==> src/fsa_map.vh <==
// Constants for the fractional shift and add datapath
`ifndef FSA_MAP_VH
`define FSA_MAP_VH
`define FSA_WORD_W 40
`define FSA_CNT_W 6
`define FSA_MAX_SHIFT 6'h28
`define FSA_SIGN_BIT 39
`define FSA_OP_W 3
`define FSA_OP_PASS 3'h0
`define FSA_OP_SHL 3'h1
`define FSA_OP_SHR 3'h2
`define FSA_OP_ADD 3'h3
`define FSA_OP_SUB 3'h4
`define FSA_OP_NEG 3'h5
`define FSA_LATENCY 1
`endif

==> src/fsa_datapath.v <==
// Shift and add datapath for 40-bit complement fractions
`timescale 1ns/1ps
`include "fsa_map.vh"

// Notes on behaviour
// - Operands are 40-bit complement words; all positions take part.
// - Binary point sits after the leftmost bit; words are fractions.
// - Leftmost bit 0 is non-negative, 1 negative; 1000..0 is minus one.
// - Left and right shifts of zero to forty places are supported.
// - Left shift moves the one-half bit into the sign bit, modulo 2.
// - Right shift copies the sign into every vacated top position.
// - Bits shifted out past the bottom are kept on a spill output.
// - Right shift truncates, with no rounding.
// - Addition is modulo 2; carry out of the sign bit is dropped.
// - Subtraction inverts every bit, adds one at the bottom, then adds.
module fsa_datapath #(
   parameter WORD_W = `FSA_WORD_W,
   parameter CNT_W = `FSA_CNT_W
) (
   // Clock and reset
   input wire ref_clk,
   input wire rst,
   // Operation request
   input wire op_valid,
   input wire [`FSA_OP_W-1:0] op_code,
   input wire [WORD_W-1:0] op_a,
   input wire [WORD_W-1:0] op_b,
   input wire [CNT_W-1:0] shift_count,
   // Result
   output reg res_valid,
   output reg [WORD_W-1:0] res_word,
   output reg [WORD_W-1:0] res_spill,
   output reg res_negative,
   output reg res_carry,
   output reg res_bad_count
);

   // Operation decode; codes outside the table fall through to pass
   wire is_shl;
   wire is_shr;
   wire is_add;
   wire is_sub;
   wire is_neg;
   wire is_shift;
   wire is_arith;
   assign is_shl = (op_code == `FSA_OP_SHL);
   assign is_shr = (op_code == `FSA_OP_SHR);
   assign is_add = (op_code == `FSA_OP_ADD);
   assign is_sub = (op_code == `FSA_OP_SUB);
   assign is_neg = (op_code == `FSA_OP_NEG);
   assign is_shift = is_shl | is_shr;
   assign is_arith = is_add | is_sub | is_neg;

   // Counts beyond forty saturate to forty so a shift never wraps
   wire count_bad;
   wire [CNT_W-1:0] count_eff;
   assign count_bad = (shift_count > `FSA_MAX_SHIFT);
   assign count_eff = count_bad ? `FSA_MAX_SHIFT : shift_count;

   // Double-width shifters; the low half of the right shift is the spill
   wire [2*WORD_W-1:0] shl_full;
   wire signed [2*WORD_W-1:0] shr_src;
   wire [2*WORD_W-1:0] shr_full;
   assign shl_full = {{WORD_W{1'b0}}, op_a} << count_eff;
   assign shr_src = {op_a, {WORD_W{1'b0}}};
   assign shr_full = shr_src >>> count_eff;

   // One adder serves add, subtract and negate; inverting plus carry-in forms the complement
   reg [WORD_W-1:0] add_x;
   reg [WORD_W-1:0] add_y;
   reg add_cin;
   wire [WORD_W:0] add_sum;
   wire [WORD_W:0] add_carry;

   // Ripple carry chain; the carry out of the top bit is kept only as a flag
   assign add_carry[0] = add_cin;
   genvar gi;
   generate
      for (gi = 0; gi < WORD_W; gi = gi + 1) begin : g_add_bit
         assign add_sum[gi] = add_x[gi] ^ add_y[gi] ^ add_carry[gi];
         assign add_carry[gi+1] = (add_x[gi] & add_y[gi]) |
            (add_carry[gi] & (add_x[gi] ^ add_y[gi]));
      end
   endgenerate
   // Result is taken modulo 2: this carry never reaches the word
   assign add_sum[WORD_W] = add_carry[WORD_W];

   always @* begin
      add_x = op_a;
      add_y = op_b;
      add_cin = 1'b0;
      case (op_code)
         `FSA_OP_SUB: begin
            add_y = ~op_b;
            add_cin = 1'b1;
         end
         `FSA_OP_NEG: begin
            add_x = {WORD_W{1'b0}};
            add_y = ~op_a;
            add_cin = 1'b1;
         end
         default: begin
            add_cin = 1'b0;
         end
      endcase
   end

   reg [WORD_W-1:0] word_next;
   reg [WORD_W-1:0] spill_next;
   reg carry_next;

   always @* begin
      word_next = op_a;
      spill_next = {WORD_W{1'b0}};
      carry_next = 1'b0;
      case (op_code)
         `FSA_OP_SHL: begin
            word_next = shl_full[WORD_W-1:0];
         end
         `FSA_OP_SHR: begin
            word_next = shr_full[2*WORD_W-1:WORD_W];
            spill_next = shr_full[WORD_W-1:0];
         end
         `FSA_OP_ADD, `FSA_OP_SUB, `FSA_OP_NEG: begin
            word_next = add_sum[WORD_W-1:0];
            carry_next = add_sum[WORD_W];
         end
         default: begin
            word_next = op_a;
         end
      endcase
   end

   // Results register once per request; all outputs but res_valid hold until the next request
   // Strobe is a one-cycle pulse that follows each accepted request
   always @(posedge ref_clk or posedge rst) begin
      if (rst) begin
         res_valid <= 1'b0;
      end else begin
         res_valid <= op_valid;
      end
   end

   // Full 40-bit result word
   always @(posedge ref_clk or posedge rst) begin
      if (rst) begin
         res_word <= {WORD_W{1'b0}};
      end else if (op_valid) begin
         res_word <= word_next;
      end
   end

   // Bits lost off the bottom of a right shift, highest lost bit on top
   always @(posedge ref_clk or posedge rst) begin
      if (rst) begin
         res_spill <= {WORD_W{1'b0}};
      end else if (op_valid) begin
         res_spill <= spill_next;
      end
   end

   // Sign is the leftmost bit; zero counts as non-negative
   always @(posedge ref_clk or posedge rst) begin
      if (rst) begin
         res_negative <= 1'b0;
      end else if (op_valid) begin
         res_negative <= word_next[WORD_W-1];
      end
   end

   // Carry is only meaningful after add, subtract or negate
   always @(posedge ref_clk or posedge rst) begin
      if (rst) begin
         res_carry <= 1'b0;
      end else if (op_valid) begin
         res_carry <= carry_next & is_arith;
      end
   end

   // Flag a clamped count only when the request really was a shift
   always @(posedge ref_clk or posedge rst) begin
      if (rst) begin
         res_bad_count <= 1'b0;
      end else if (op_valid) begin
         res_bad_count <= count_bad & is_shift;
      end
   end

endmodule // fsa_datapath

==> config.mk <==
export PLATFORM = sky130hd
export DESIGN_NAME = fsa_datapath
export DESIGN_NICKNAME = d
export VERILOG_FILES = /design/src/fsa_datapath.v
export VERILOG_INCLUDE_DIRS = /design/src /design/src/src
export SDC_FILE = /design/constraint.sdc
export NUM_CORES = 1
export LEC_CHECK = 0
export BUFFER_PORTS_ARGS = -buffer_cell sky130_fd_sc_hd__buf_2
export CORE_MARGIN = 1.5
export CORE_UTILIZATION = 40
export CTS_CLUSTER_DIAMETER = 200
export DETAILED_ROUTE_END_ITERATION = 16
export PLACE_DENSITY = 0.61
export REMOVE_ABC_BUFFERS = 1
export SETUP_SLACK_MARGIN = 0.15
export SYNTH_ARGS = -nofsm -noshare
export SYNTH_HDL_FRONTEND = slang
export SYNTH_SLANG_ARGS = --single-unit
==> constraint.sdc <==
create_clock -name ref_clk -period 4.77 [get_ports ref_clk]
set_clock_uncertainty 0.05 [all_clocks]
set_input_delay 0.477 -clock ref_clk [delete_from_list [all_inputs] [get_ports ref_clk]]
set_output_delay 0.477 -clock ref_clk [all_outputs]
set_load 0.01 [all_outputs]
==> impl_metrics.py <==
metrics = {
    "setup_path": {
        "end_kind": "register",
        "reg2reg_depth": 3,
        "cp_common_cell": "fa_2",
        "slowest_stage": "or4_4",
        "cp.arrival_ns": 14.71,
        "worstPathRequired_ns": 4.97,
        "regToRegSetupSlack_ns": 3.27,
        "critPathKind": "input pin to register",
        "cp_max_fo": 7,
        "r2r_end": "res_word[5]",
        "start_kind": "input pin",
        "r2r-start": "res_word[5]",
        "critPathMaxStageDelay_ns": 0.51,
    },
    "sta": {
        "timing.final.ws_setup_ns": -9.75,
        "whs_ns": 0.118,
        "final_max_slew_viol_count": 0,
        "period_share_pct": 304,
        "max_freq_mhz": 68.9,
        "tightest_slew_ns": 1.28,
        "min_period_ns": 14.52,
        "rsz0062_at_grt": "true",
        "setup_viol": 31,
        "finalHoldViolCount": 0,
        "relSlewSlack_pct": 14.1,
    },
    "synthesis": {
        "ys_seq_area_share_pct": 16.2,
        "synth_edf_count": 0,
        "yosysMostFrequentCell": "a21oi_1",
        "synth_ff_type": "dfrtp_1",
        "avgSynthCellArea_um2": 7.10,
        "ys_warn_count": 0,
        "synth_cell_types": 79,
        "synthTopCellsByCount": "a21oi_1 (165), nand2_1 (164), o21ai_0 (148)",
        "synthesis.area_mm2": 0.0128,
        "yosysTopAreaCell": "dfrtp_1",
        "synthTopCellsByArea": "dfrtp_1 (16%), a21oi_1 (6.4%), fa_1 (6.2%)",
        "syn_inst": 1807,
        "yosys.area.top_type_share_pct": 16.2,
        "synthArstFlopShare_pct": 100,
        "synth_seq_cells": 83,
    },
    "floorplanning": {
        "ios": 176,
        "core_mm2": 0.0316,
        "die_area_mm2": 0.0331,
        "num_rows": 65,
        "die_x_um": 182,
        "initial_core_util_pct": 40.6,
        "die_h_um": 182,
    },
    "global_route": {
        "use_met1_pct": 63.7,
        "grt_pass1_wl_mm": 117,
        "globalRoute.busiestLayer": "met2",
        "first_global_vias": 16150,
        "grt_overflow": 0,
        "antenna_found_initial": 6,
        "met3_usage_pct": 14.8,
        "gr-usage-met2_pct": 70.5,
        "grt_max_degree": 79,
        "grt_usage_pct": 48.8,
    },
    "routing": {
        "viasPerCell": 7.39,
        "routedWlPerCell_um": 34.7,
        "dr.pass1.iters": 8,
        "via_count": 17573,
        "wl_mm": 82.4,
        "drtIter0Drc": 2941,
        "drc": 0,
        "ant_nets": 0,
    },
    "min_path": {
        "hold_class": "input pin to asynchronous set/reset pin",
    },
    "layout": {
        "syn_to_final_growth_pct": 20.5,
        "utilization_pct": 49.0,
        "nets": 2100,
        "n_fill_cell": 3261,
        "drive_gt1_share_pct": 26.2,
    },
    "clocking": {
        "root_buffer": "clkbuf_16",
        "clk_pin_slew_ns": 0.08,
        "hold_buffers": 0,
        "tritoncts": "done",
        "cts_buffer_depth": 2,
        "numCtsBuffers": 9,
        "cts_max_level": 3,
        "cts.sinks": 83,
        "clk_latency_ns": 0.40,
    },
    "run_status": {
        "outcome": "finished with violations",
        "violations": "setup timing",
    },
    "placed_design": {
        "port_buffers": 175,
        "post-place-ws_ns": -14.30,
        "globalplace.congestion": 1.05,
        "hpwl_mm": 61.7,
    },
    "flow_run": {
        "max_cap_viol_count": 0,
    },
    "power_and_ir_drop": {
        "p_leak_uw": 0.00617,
        "ir_drop_mv": 0.203,
        "cellPowerDensity_mw_per_mm2": 239,
        "totalPowerFinal_uw": 3690,
    },
}
## power by group
group	switching, uW	total, uW	internal (uW)	leakage, uW
clock network	398	760	362	0.000135
registers	53.6	829	775	0.00106
logic	1390	2100	706	0.00498
total	1840	3690	1840	0.00617
## sequential cells by signal, indices dropped and copies added, names as in the netlist
register	flops
res_bad_count	1
res_word	40
res_spill	40
res_valid	1
res_carry	1
## worst max path at each step
stage / from / depth (start not counted) / endpoint
after floorplan: op_code[2] / 49 / res_word[39]
after global placement: op_code[2] / 49 / res_word[39]
after detailed placement: op_code[2] / 49 / res_word[39]
after CTS: op_code[2] / 51 / res_word[39]
after global routing: op_code[2] / 51 / res_word[39]
final: op_code[2] / 51 / res_word[38]
## worst max-delay path, delay by kind of cell
family / cells / cell delay [ns]
buf+inv: 5 / 0.37
simple gates: 4 / 0.73
compound gates: 3 / 0.46
fa+ha+maj: 39 / 12.69
## routing by layer
| layer | part of all wire (%) | vias up |
|---|---|---|
| li1 | - | 7233 |
| met1 | 39 | 8448 |
| met2 | 41 | 1543 |
| met3 | 13 | 345 |
| met4 | 7.1 | 4 |
| met5 | 0.028 | - |
## timing repair
item / in CTS / in global routing
setup buffers: 1 / 0
hold endpoints to repair: 0 / 0
resized for setup: 87 / 15
endpoints found under the setup margin: 34 / 33
pin swaps: 64 / 8
## stage by stage
step / setup TNS, ns / cells / area (um2)
6_report: -167.03 / 2378 / 15400
5_1_grt: -173.30 / 2376 / 15400
4_1_cts: -165.51 / 2375 / 15400
3_5_place_dp: -274.65 / 2358 / 14800
3_3_place_gp: -271.26 / 2358 / 14800
2_1_floorplan: -285.18 / 1603 / 12000
## cell type report
| cell class | count | area, um2 | share of cell area [%] |
|---|---|---|---|
| clock buffer | 9 | 225 | 1.46 |
| tap | 402 | 503 | 3.26 |
| sequential | 83 | 2080 | 13.4 |
| multi-input combinational | 1494 | 10200 | 65.7 |
| timing repair buffer | 354 | 2330 | 15.1 |
| antenna | 3 | 7.51 | 0.0486 |
| inverter | 26 | 101 | 0.656 |
| clock inverter | 7 | 57.6 | 0.373 |
## cells in the final DEF (no fill, tap or decap), types with 9 or more instances in the layout
master / synthesis / routed
a221oi_1: 18 / 10
or3_1: 23 / 23
a211oi_1: 40 / 34
nand4_1: 9 / 9
buf_2: 55 / 172
nand2_1: 164 / 162
dfrtp_1: 83 / 83
fa_2: 0 / 39
and2_1: 33 / 33
a31oi_1: 26 / 26
a211o_1: 11 / 11
nor3_1: 69 / 68
inv_1: 21 / 17
o2bb2ai_1: 21 / 21
mux2_2: 18 / 18
nor2_1: 137 / 133
clkbuf_16: 0 / 9
a221o_1: 13 / 13
nand3_1: 52 / 51
o31ai_1: 13 / 12
a21oi_1: 165 / 147
mux2i_1: 54 / 54
o21ai_0: 148 / 141
a22oi_1: 20 / 20
a22o_1: 11 / 11
o221ai_1: 31 / 29
o21ai_1: 5 / 9
a21oi_2: 2 / 19
o22ai_1: 50 / 49
buf_4: 3 / 172
nand2b_1: 60 / 60
nor2b_1: 11 / 10
o211ai_1: 91 / 91
a21o_1: 14 / 13
## cells by family after synthesis
group	synth area share [%]
buffers and inverters	7.43
AO/OA/AOI/OAI	41.3
AND/OR/NAND/NOR	22.3
adder cells (fa/ha/maj)	6.25
flip-flops	16.2
multiplexers	6.50
(Power assumes the default switching activity.)
